===== src/core/pwt_pkg.sv =====
package pwt_pkg;

  // ----------------------------------------------------------------
  // Sizes
  // ----------------------------------------------------------------
  localparam int NUM_CH   = 8;   // Eight waveform channels
  localparam int NUM_PAIR = 4;   // Channel pairs that may be joined
  localparam int CNT_W    = 8;   // Width of one channel counter
  localparam int WIDE_W   = 16;  // Width of a joined channel

  // ----------------------------------------------------------------
  // Reset values
  // ----------------------------------------------------------------
  localparam logic [CNT_W-1:0]  CNT_RST  = 8'h00;
  localparam logic [WIDE_W-1:0] WIDE_ONE = 16'h0001;
  localparam logic [WIDE_W-1:0] WIDE_ZRO = 16'h0000;
  localparam logic              DIR_UP   = 1'b1;   // Counting direction after reset

  // ----------------------------------------------------------------
  // Alignment encoding of the align_i bits
  // ----------------------------------------------------------------
  typedef enum logic [0:0]
  {
    PWT_LEFT   = 1'b0,
    PWT_CENTER = 1'b1
  } pwt_align_t;

endpackage : pwt_pkg


===== src/core/pwt_top.sv =====
`timescale 1ns/1ps
// Eight-channel pulse width modulator with pair concatenation.
module pwt_top
(
  // Clock and reset
  input  wire logic                                          clk_i,
  input  wire logic                                          rst_i,
  // Per-channel control, bit n belongs to channel n
  input  wire logic [pwt_pkg::NUM_CH-1:0]                    enable_i,
  input  wire logic [pwt_pkg::NUM_CH-1:0]                    polarity_i,
  input  wire logic [pwt_pkg::NUM_CH-1:0]                    align_i,
  // Pair join, bit k joins channels 2k+1 (high byte) and 2k (low byte)
  input  wire logic [pwt_pkg::NUM_PAIR-1:0]                  concat_i,
  // Period and duty, byte n belongs to channel n
  input  wire logic [pwt_pkg::NUM_CH*pwt_pkg::CNT_W-1:0]     period_i,
  input  wire logic [pwt_pkg::NUM_CH*pwt_pkg::CNT_W-1:0]     duty_i,
  // Waveform pins
  output logic      [pwt_pkg::NUM_CH-1:0]                    pwm_o,
  // Status: counter values and counting direction
  output logic      [pwt_pkg::NUM_CH*pwt_pkg::CNT_W-1:0]     count_o,
  output logic      [pwt_pkg::NUM_CH-1:0]                    count_up_o
);

  // ----------------------------------------------------------------
  // Counter step
  // ----------------------------------------------------------------
  // Shared by the 8-bit and the joined 16-bit counters.
  // Returns {direction, next count}.
  function automatic logic [pwt_pkg::WIDE_W:0] step
  (
    input logic [pwt_pkg::WIDE_W-1:0] cnt,
    input logic [pwt_pkg::WIDE_W-1:0] per,
    input logic                       up,
    input logic                       center
  );
    logic [pwt_pkg::WIDE_W-1:0] nc;
    logic                       nd;
    nc = cnt;
    nd = up;
    if (!center)
    begin
      // Left aligned: 0 .. period-1, then wrap; pulse opens the period
      nd = pwt_pkg::DIR_UP;
      if ((cnt + pwt_pkg::WIDE_ONE) >= per)
        nc = pwt_pkg::WIDE_ZRO;
      else
        nc = cnt + pwt_pkg::WIDE_ONE;
    end
    else if (up)
    begin
      // Center aligned: turn round at the period value
      if (cnt >= per)
      begin
        nd = !pwt_pkg::DIR_UP;
        nc = (cnt == pwt_pkg::WIDE_ZRO) ? pwt_pkg::WIDE_ZRO : cnt - pwt_pkg::WIDE_ONE;
      end
      else
        nc = cnt + pwt_pkg::WIDE_ONE;
    end
    else
    begin
      // Down leg ends at zero; pulse is centred on this turning point
      if (cnt == pwt_pkg::WIDE_ZRO)
      begin
        nd = pwt_pkg::DIR_UP;
        nc = (per == pwt_pkg::WIDE_ZRO) ? pwt_pkg::WIDE_ZRO : pwt_pkg::WIDE_ONE;
      end
      else
        nc = cnt - pwt_pkg::WIDE_ONE;
    end
    step = {nd, nc};
  endfunction : step

  // ----------------------------------------------------------------
  // State
  // ----------------------------------------------------------------
  logic [pwt_pkg::CNT_W-1:0] cnt      [pwt_pkg::NUM_CH];
  logic [pwt_pkg::CNT_W-1:0] next_cnt [pwt_pkg::NUM_CH];
  logic                      dir      [pwt_pkg::NUM_CH];
  logic                      next_dir [pwt_pkg::NUM_CH];
  logic [pwt_pkg::NUM_CH-1:0] lvl;
  logic [pwt_pkg::NUM_CH-1:0] next_pwm;

  // ----------------------------------------------------------------
  // Channel pairs
  // ----------------------------------------------------------------
  genvar k;
  generate
    for (k = 0; k < pwt_pkg::NUM_PAIR; k = k + 1)
    begin : g_pair
      localparam int LO = 2 * k;
      localparam int HI = 2 * k + 1;

      logic [pwt_pkg::CNT_W-1:0]  per_lo;
      logic [pwt_pkg::CNT_W-1:0]  per_hi;
      logic [pwt_pkg::CNT_W-1:0]  duty_lo;
      logic [pwt_pkg::CNT_W-1:0]  duty_hi;
      logic [pwt_pkg::WIDE_W-1:0] w_per_lo;
      logic [pwt_pkg::WIDE_W-1:0] w_per_hi;
      logic [pwt_pkg::WIDE_W-1:0] w_duty_lo;
      logic [pwt_pkg::WIDE_W-1:0] w_duty_hi;
      logic [pwt_pkg::WIDE_W-1:0] w_cnt_lo;
      logic [pwt_pkg::WIDE_W-1:0] w_cnt_hi;
      logic                       en_hi;
      logic                       en_lo;
      logic                       pol_lo;
      logic                       pol_hi;
      logic [pwt_pkg::WIDE_W:0]   s_lo;
      logic [pwt_pkg::WIDE_W:0]   s_hi;
      logic [pwt_pkg::WIDE_W:0]   s_wide;

      assign per_lo  = period_i[LO*pwt_pkg::CNT_W +: pwt_pkg::CNT_W];
      assign per_hi  = period_i[HI*pwt_pkg::CNT_W +: pwt_pkg::CNT_W];
      assign duty_lo = duty_i[LO*pwt_pkg::CNT_W +: pwt_pkg::CNT_W];
      assign duty_hi = duty_i[HI*pwt_pkg::CNT_W +: pwt_pkg::CNT_W];

      // Operand selection: joined pairs take the high channel's controls
      always_comb
      begin
        if (concat_i[k])
        begin
          w_per_hi  = {per_hi, per_lo};
          w_duty_hi = {duty_hi, duty_lo};
          w_cnt_hi  = {cnt[HI], cnt[LO]};
          en_hi     = enable_i[HI];
          en_lo     = 1'b0;          // Low pin idles at inactive level
          pol_hi    = polarity_i[HI];
          pol_lo    = polarity_i[HI];
        end
        else
        begin
          w_per_hi  = {8'h00, per_hi};
          w_duty_hi = {8'h00, duty_hi};
          w_cnt_hi  = {8'h00, cnt[HI]};
          en_hi     = enable_i[HI];
          en_lo     = enable_i[LO];
          pol_hi    = polarity_i[HI];
          pol_lo    = polarity_i[LO];
        end
        w_per_lo  = {8'h00, per_lo};
        w_duty_lo = {8'h00, duty_lo};
        w_cnt_lo  = {8'h00, cnt[LO]};
      end

      // Next counter values for both channels of the pair
      always_comb
      begin
        s_lo   = step(w_cnt_lo, w_per_lo, dir[LO], align_i[LO]);
        s_hi   = step(w_cnt_hi, w_per_hi, dir[HI], align_i[HI]);
        s_wide = step(w_cnt_hi, w_per_hi, dir[HI], align_i[HI]);
        if (concat_i[k])
        begin
          // One 16-bit counter spread over both byte counters
          if (en_hi)
          begin
            next_cnt[HI] = s_wide[pwt_pkg::WIDE_W-1:pwt_pkg::CNT_W];
            next_cnt[LO] = s_wide[pwt_pkg::CNT_W-1:0];
            next_dir[HI] = s_wide[pwt_pkg::WIDE_W];
          end
          else
          begin
            next_cnt[HI] = pwt_pkg::CNT_RST;
            next_cnt[LO] = pwt_pkg::CNT_RST;
            next_dir[HI] = pwt_pkg::DIR_UP;
          end
          next_dir[LO] = pwt_pkg::DIR_UP;
        end
        else
        begin
          // Each byte counter runs alone, held at zero while disabled
          next_cnt[HI] = en_hi ? s_hi[pwt_pkg::CNT_W-1:0] : pwt_pkg::CNT_RST;
          next_dir[HI] = en_hi ? s_hi[pwt_pkg::WIDE_W] : pwt_pkg::DIR_UP;
          next_cnt[LO] = en_lo ? s_lo[pwt_pkg::CNT_W-1:0] : pwt_pkg::CNT_RST;
          next_dir[LO] = en_lo ? s_lo[pwt_pkg::WIDE_W] : pwt_pkg::DIR_UP;
        end
      end

      // Compare stages
      pwt_wave u_wave_hi
      (
        .en_i   (en_hi),
        .pol_i  (pol_hi),
        .per_i  (w_per_hi),
        .duty_i (w_duty_hi),
        .cnt_i  (w_cnt_hi),
        .lvl_o  (lvl[HI])
      );

      pwt_wave u_wave_lo
      (
        .en_i   (en_lo),
        .pol_i  (pol_lo),
        .per_i  (w_per_lo),
        .duty_i (w_duty_lo),
        .cnt_i  (w_cnt_lo),
        .lvl_o  (lvl[LO])
      );
    end
  endgenerate

  // ----------------------------------------------------------------
  // Output stage
  // ----------------------------------------------------------------
  // Pins are registered so they are glitch free; costs one cycle of lag
  always_comb
  begin
    next_pwm = lvl;
  end

  // ----------------------------------------------------------------
  // Registers
  // ----------------------------------------------------------------
  // Period and duty are used as presented, with no double buffering,
  // so a change mid-period can shorten or stretch that one period.
  always_ff @(posedge clk_i)
  begin
    if (rst_i)
    begin
      for (int n = 0; n < pwt_pkg::NUM_CH; n++)
      begin
        cnt[n] <= pwt_pkg::CNT_RST;
        dir[n] <= pwt_pkg::DIR_UP;
      end
      pwm_o <= 8'h00;
    end
    else
    begin
      for (int n = 0; n < pwt_pkg::NUM_CH; n++)
      begin
        cnt[n] <= next_cnt[n];
        dir[n] <= next_dir[n];
      end
      pwm_o <= next_pwm;
    end
  end

  // Status mirrors, registered from the same next values
  always_ff @(posedge clk_i)
  begin
    if (rst_i)
    begin
      count_o    <= 64'h0000_0000_0000_0000;
      count_up_o <= 8'hFF;
    end
    else
    begin
      for (int n = 0; n < pwt_pkg::NUM_CH; n++)
      begin
        count_o[n*pwt_pkg::CNT_W +: pwt_pkg::CNT_W] <= next_cnt[n];
        count_up_o[n]                               <= next_dir[n];
      end
    end
  end

endmodule : pwt_top


===== src/core/pwt_wave.sv =====
`timescale 1ns/1ps
// Turns one counter value into the active/inactive level of a channel.
module pwt_wave
(
  // Channel settings
  input  wire logic                         en_i,
  input  wire logic                         pol_i,
  input  wire logic [pwt_pkg::WIDE_W-1:0]   per_i,
  input  wire logic [pwt_pkg::WIDE_W-1:0]   duty_i,
  // Counter state
  input  wire logic [pwt_pkg::WIDE_W-1:0]   cnt_i,
  // Pin level
  output logic                              lvl_o
);

  logic active;

  // ----------------------------------------------------------------
  // Compare
  // ----------------------------------------------------------------
  // Zero duty never goes active; duty at or above period always does while enabled
  always_comb
  begin
    active = en_i && (duty_i != pwt_pkg::WIDE_ZRO) &&
             ((duty_i >= per_i) || (cnt_i < duty_i));
    lvl_o  = pol_i ? active : !active;
  end

endmodule : pwt_wave

===== config.mk =====
export PLATFORM = sky130hd
export DESIGN_NAME = pwt_top
export DESIGN_NICKNAME = d
export VERILOG_FILES = /design/src/core/pwt_pkg.sv /design/src/core/pwt_top.sv /design/src/core/pwt_wave.sv
export SDC_FILE = /design/constraint.sdc
export NUM_CORES = 1
export LEC_CHECK = 0
export ABC_AREA = 1
export ABC_CLOCK_PERIOD_IN_PS = 5500
export BUFFER_PORTS_ARGS = -buffer_cell sky130_fd_sc_hd__buf_2
export CAP_MARGIN = 5
export CORE_MARGIN = 5
export CORE_UTILIZATION = 50
export DETAILED_ROUTE_END_ITERATION = 12
export GPL_ROUTABILITY_DRIVEN = 0
export PLACE_DENSITY = 0.69
export RECOVER_POWER = 25
export SLEW_MARGIN = 15
export SYNTH_ARGS = -nofsm -noshare
export SYNTH_HDL_FRONTEND = slang
export SYNTH_SLANG_ARGS = --single-unit

===== constraint.sdc =====
create_clock -name clk_i -period 5.5 [get_ports clk_i]
set_input_delay 1.375 -clock clk_i [delete_from_list [all_inputs] [get_ports clk_i]]
set_output_delay 1.375 -clock clk_i [all_outputs]
set_load 0.01 [all_outputs]

# After elaboration in Yosys (flattened, before gate mapping)
# Memories as Yosys holds them, arrays and structs flattened.
# Cells that the tools add are included.
# totals
ramBits,72
register_bits,80
output_inout_bits,80
mem_count,2
input_bits,158
# classes
reduce_logical,56
add_sub_neg,16
n_lt_le_gt_ge,32
muxes,163
n_bitwise,16
# memory_table
memory,words,word_bits,rd,rd_ports_with_merged_regs,write_ports,line,rtl
cnt,8,8,8,0,8,pwt_top.sv:77,logic [pwt_pkg::CNT_W-1:0] cnt [pwt_pkg::NUM_CH];
dir,8,1,8,0,8,pwt_top.sv:79,logic dir [pwt_pkg::NUM_CH];
# ops
op,count
$mux 16,44
$mux 8,40
$logic_not 16->1,16
$ge 16x16->1,12
$reduce_bool 16->1,8
$mux 1,75
$add 16x1->16 const B,4
$ge 8x8->1,8
$lt 16x16->1,4
$sub 16x1->16 const B,4
$add 8x1->9 const B,4
$ge 9x8->1,4
$lt 8x8->1,4
$sub 8x1->8 const B,4
$logic_and 1x1->1,16
$or 1x1->1,16
$logic_not 1->1,8
$logic_or 1x1->1,8
$mux 2,4

# Longest topological paths before layout
# An unclocked memory read counts as a cell.
# logic_depth
word_depth,10
ltp_mapped,23

# Modules after synthesis
# From an unflattened synthesis, not the netlist that was laid out.
# hier_totals
hier_cells,4303
area_unflattened_um2,24492.2
# by_module_without_submodules
mod,n_inst,cells_each,area_each_um2,seq_area_each_um2
pwt_top,1,3131,17230.3,1641.6
pwt_wave at g_pair[0].u_wave_hi ...,4,147,909.6,0.0
pwt_wave at g_pair[2].u_wave_hi ...,3,146,904.6,0.0
pwt_wave at g_pair[3].u_wave_lo,1,146,909.6,0.0

# Worst setup path after synthesis
# Ideal clock, no wire load.
# synth_timing
kind,input-to-reg
from,input port concat_i[2] in the netlist's numbering
to,register count_o[36] in the netlist's numbering
arrival_time_ps,4105
path_stages,20
setup_time_ps,132
slack_ps,1262
cell_sequence,buf_6 -> buf_8 -> nand2_1 -> o21ai_4 -> inv_1 -> ha_1 -> inv_1 -> nor2_1 -> nand2_1 -> xor2_1 -> inv_1 -> ha_1 -> nand4_1 -> nor3_1 -> nand3_1 -> nand3_1 -> clkbuf_1 -> o21ai_0 -> nand4_1 -> a21oi_1
# synth_between
elab_chain_len,8
elab_cells_between_ends,17
cone_classes,add/sub: 2; order compare: 2; mux: 12; reduce/logical: 1
# synth_lines
item,line,rtl
"start, declared",pwt_top.sv:13,"input wire logic [pwt_pkg::NUM_PAIR-1:0] concat_i,"
"parallel branches: the longest is 7 deep, another holds $add 16x1->16",-,
$mux 16 (*),pwt_top.sv:151,if (concat_i[k])
"end signal, assigned by index",pwt_top.sv:249,count_o[n*pwt_pkg::CNT_W +: pwt_pkg::CNT_W] <= next_cnt[n];
"end, declared",pwt_top.sv:20,"output logic [pwt_pkg::NUM_CH*pwt_pkg::CNT_W-1:0] count_o,"
# Mark *: on every way between the ends.
# A chain may end at the register's enable or synchronous reset.

# Worst setup path after layout
# layout_timing
from,input port concat_i[2] in the netlist's numbering
to,register count_o[44] in the netlist's numbering
# layout_between
elab_chain_len,8
elab_cells_between_ends,16
cone_classes,add/sub: 2; order compare: 2; mux: 11; reduce/logical: 1
# layout_lines
item,line
"parallel branches: the longest is 7 deep, another holds $add 16x1->16",-
$mux 16 (*),pwt_top.sv:151
# Marks and branches as above.

==> summary.txt <==
Outcome
  • Status: finished clean

Floorplanning
  • Vert. Die Dim: 218 µm
  • Io pins: 238
  • Core area: 43000 µm²
  • Die footprint: 47600 µm²
  • Initial core utilization: 50.4%
  • Die width: 218 µm
  • # rows: 76

Power
  • Clock share of power: 23.7%
  • Pint: 0.00149 W
  • Comb pwr share: 53.2%
  • P_sw: 0.00140 W
  • Net Sw Frac: 48.4%
  • Sequential share of power: 23.1%
  • VDD IR max: 117 µV
  • PD cells: 123 nW/µm²
  • P_leak: 13.5 nW

Detailed routing
  • Routed len/inst: 17.1 µm
  • Drt pass-1 iters: 8
  • DR vias/cell: 5.69
  • Post-route ant nets: 0
  • Routed Wire Length: 77400 µm
  • Drt initial violations: 2828
  • Routed via count: 25.7k
  • Drc violations: 0

Clock network
  • Count of cells resized by post-cts repair: 0
  • Clock-pin slew on the worst setup and hold paths: 70 ps
  • # Post-CTS Setup Buffers: 0
  • CTS H-tree depth: 3
  • TritonCTS clock tree: yes
  • TritonCTS Buffers: 9
  • Root buffer cell: clkbuf_16
  • CTS Hold Bufs: 0
  • Sink Count: 82
  • CTS max path bufs: 2
  • Clock latency on the worst-skew pair: 380 ps

STA
  • Max_slew headroom: 39.8%
  • RSZ-0062 raised after global routing: no
  • Worst Tran Pin Value: 903 ps
  • Final Slew Violations: 0
  • Final setup vio count: 0
  • Worst Setup Slack, final: 613 ps
  • WHS: 651 ps
  • Crit share post-route: 88.9%
  • Max Clk Rate: 205 MHz
  • Period minus WS final: 4890 ps
  • Fin Setup TNS: 0 ps
  • Clk_skew: 13.1 ps
  • Final hold vios: 0

Final layout
  • Post-layout nets: 4487
  • Synth-to-layout area growth: 8.75%
  • Layout Cells excl Fill: 4520
  • Share of cells above drive strength 1: 9.23%

Yosys
  • Post-synth EDFFs: 0
  • Synth warn: 0
  • Syn_area_per_cell: 5.78 µm²
  • Syn nets: 4303
  • Area share of the largest cell type after synthesis: 23.1%
  • Post-Syn Instances: 3745
  • Post-synth top area cell: ha_1
  • Netlist cell types: 50
  • Seq cells post-synth: 82
  • Ranking of synthesized cells by area: ha_1, nand2_1, inv_1
  • Post-synthesis sequential area ratio: 7.58%
  • Post-synth ARST share: 0%
  • Top FF cell, synth: dfxtp_1
  • Mapped cell area: 21700 µm²

Setup path
  • Crit. path cell count: 17
  • R2R cell count: 18
  • Critical Path End Type: flip-flop
  • Worst reg2reg setup slack: 1300 ps
  • CP Cell Sequence: buf_2 -> o21ai_4 -> inv_1 -> ha_1 -> inv_1 -> nor2_1 -> nand2_1 -> xor2_1 -> inv_1 -> ha_1 -> a21oi_1 -> o21ai_0 -> a21oi_1 -> nand3_1 -> o21ai_0 -> nand4_1 -> a21oi_1
  • R2R Path Start: count_o[32]$_SDFF_PP0_
  • Startpoint Class: primary input
  • Crit path kind: primary input to flip-flop
  • Bufs and invs on worst path: 4
  • Worst path top cell family by delay: compound AO/OA/AOI/OAI gates
  • Worst EP arrival: 5190 ps
  • Critical path peak fanout: 23
  • Slowest cell on crit path: buf_2
  • Slowest stage delay, CP: 460 ps
  • Critical Path RT: 5800 ps
  • Reg-to-Reg End: count_o[44]$_SDFF_PP0_

GRT
  • GRT Resource Usage Total: 30.9%
  • First-pass GRT wire length: 120000 µm
  • Number of global-route vias before repair: 22.9k
  • Initial antenna violation count: 2
  • Largest net degree at the start of global routing: 71
  • Grt total ovfl: 0

Place
  • Port Buffers: 237
  • DP Wirelength: 62600 µm
  • DP Cell Count: 4503
  • Post-place setup slack: 427 ps

Hold path
  • Worst hold start: dir[1][1]$_DFF_P_
  • WHS Endpoint: count_up_o[5]$_SDFF_PP1_
  • Hold depth: 3
  • Worst Hold Class: flip-flop to flip-flop

Flow run
  • Max cap viols: 0
[worst min-delay path, cell delays in order (launching register included)]
cell and delay (ps):
dfxtp_1 300, inv_1 110, nand2_2 120, nand4_1 90
[stage by stage]
step	instance area (µm²)	util, %	total power (W)
2_1_floorplan	21700	-	0.00174
3_3_place_gp	23300	54.2	0.00217
3_5_place_dp	23300	54.2	0.00218
4_1_cts	23600	54.9	0.00287
5_1_grt	23600	54.8	0.00312
6_report	23600	54.8	0.00289
[layout by cell type, fill, tap and decap left out, drive strengths merged, types with 3 or more instances in the layout]
master / Yosys / layout
a211oi: 8 / 8
nor3: 32 / 32
nor3b: 7 / 7
clkinv: 5 / 7
nor4: 27 / 27
o21bai: 3 / 3
inv: 505 / 508
nand4: 220 / 220
dfxtp: 82 / 82
and2: 6 / 6
o211ai: 5 / 5
nand3: 297 / 297
a21oi: 257 / 257
nor2: 324 / 324
buf: 59 / 228
clkbuf: 36 / 49
o21ai: 227 / 227
nand2: 1140 / 1140
ha: 400 / 400
or2: 6 / 6
a21o: 5 / 5
xor2: 59 / 59
nand3b: 7 / 7
o21a: 16 / 16
[cell families after synthesis]
| kind of cell | after synthesis | synth area share [%] |
|---|---|---|
| flops | 82 | 7.58 |
| xor+xnor | 60 | 2.43 |
| fa+ha+maj | 400 | 23.1 |
| simple gates | 2069 | 42.5 |
| compound gates | 529 | 13.1 |
| buf+inv | 605 | 11.2 |
[per-layer routing]
| metal | share of wire [%] | GRT usage [%] | up-vias |
|---|---|---|---|
| met5 | 0.017 | 0 | - |
| met4 | 3.6 | 10.9 | 2 |
| met3 | 9.2 | 5.32 | 216 |
| met2 | 44 | 49.1 | 1242 |
| met1 | 43 | 42.1 | 11346 |
| li1 | - | - | 12892 |
[synth_stat cells (26+ instances only)]
library cell     n
nand2_1       1100
inv_1          489
clkbuf_1        36
nand3_1        293
buf_2           34
dfxtp_1         82
nor3_1          32
o21ai_0        190
nor4_1          27
nand2_2         30
xor2_1          59
nand4_1        219
nor2_1         283
a21oi_1        256
o21ai_1         26
nor2_2          33
ha_1           400
[worst max-delay path by stage]
stage,slack [ps],to,start
after floorplan,1260,count_o[36]$_SDFF_PP0_,concat_i[2]
after global placement,500,count_o[44]$_SDFF_PP0_,concat_i[2]
after detailed placement,430,count_o[44]$_SDFF_PP0_,concat_i[2]
after CTS,790,count_o[44]$_SDFF_PP0_,concat_i[2]
after global routing,190,count_o[44]$_SDFF_PP0_,concat_i[2]
final,610,count_o[44]$_SDFF_PP0_,concat_i[2]
[flip-flops by register name, indices dropped and copies added, names as in the netlist]
signal	flops
count_o	64
count_up_o	8
dir	2
pwm_o	8
[area by class of cell]
cell class	count	area (µm²)
Antenna cell	1	2.50
Sequential cell	82	1640
Fill cell	4627	19400
Multi-Input combinational cell	3058	17600
Timing Repair Buffer	268	1370
Inverter	510	1920
Tap cell	585	732
Clock inverter	7	86.3
Clock buffer	9	225
[power groups by stage]
stage	clock network [W]	registers [W]	logic, W
finish	0.000685	0.000667	0.00154
global route	0.000720	0.000668	0.00173
CTS	0.000698	0.000664	0.00151
detailed placement	0	0.000678	0.00150
global placement	0	0.000678	0.00149
floorplan	0	0.000662	0.00108
Note: power is estimated with default switching activity, not from simulation.
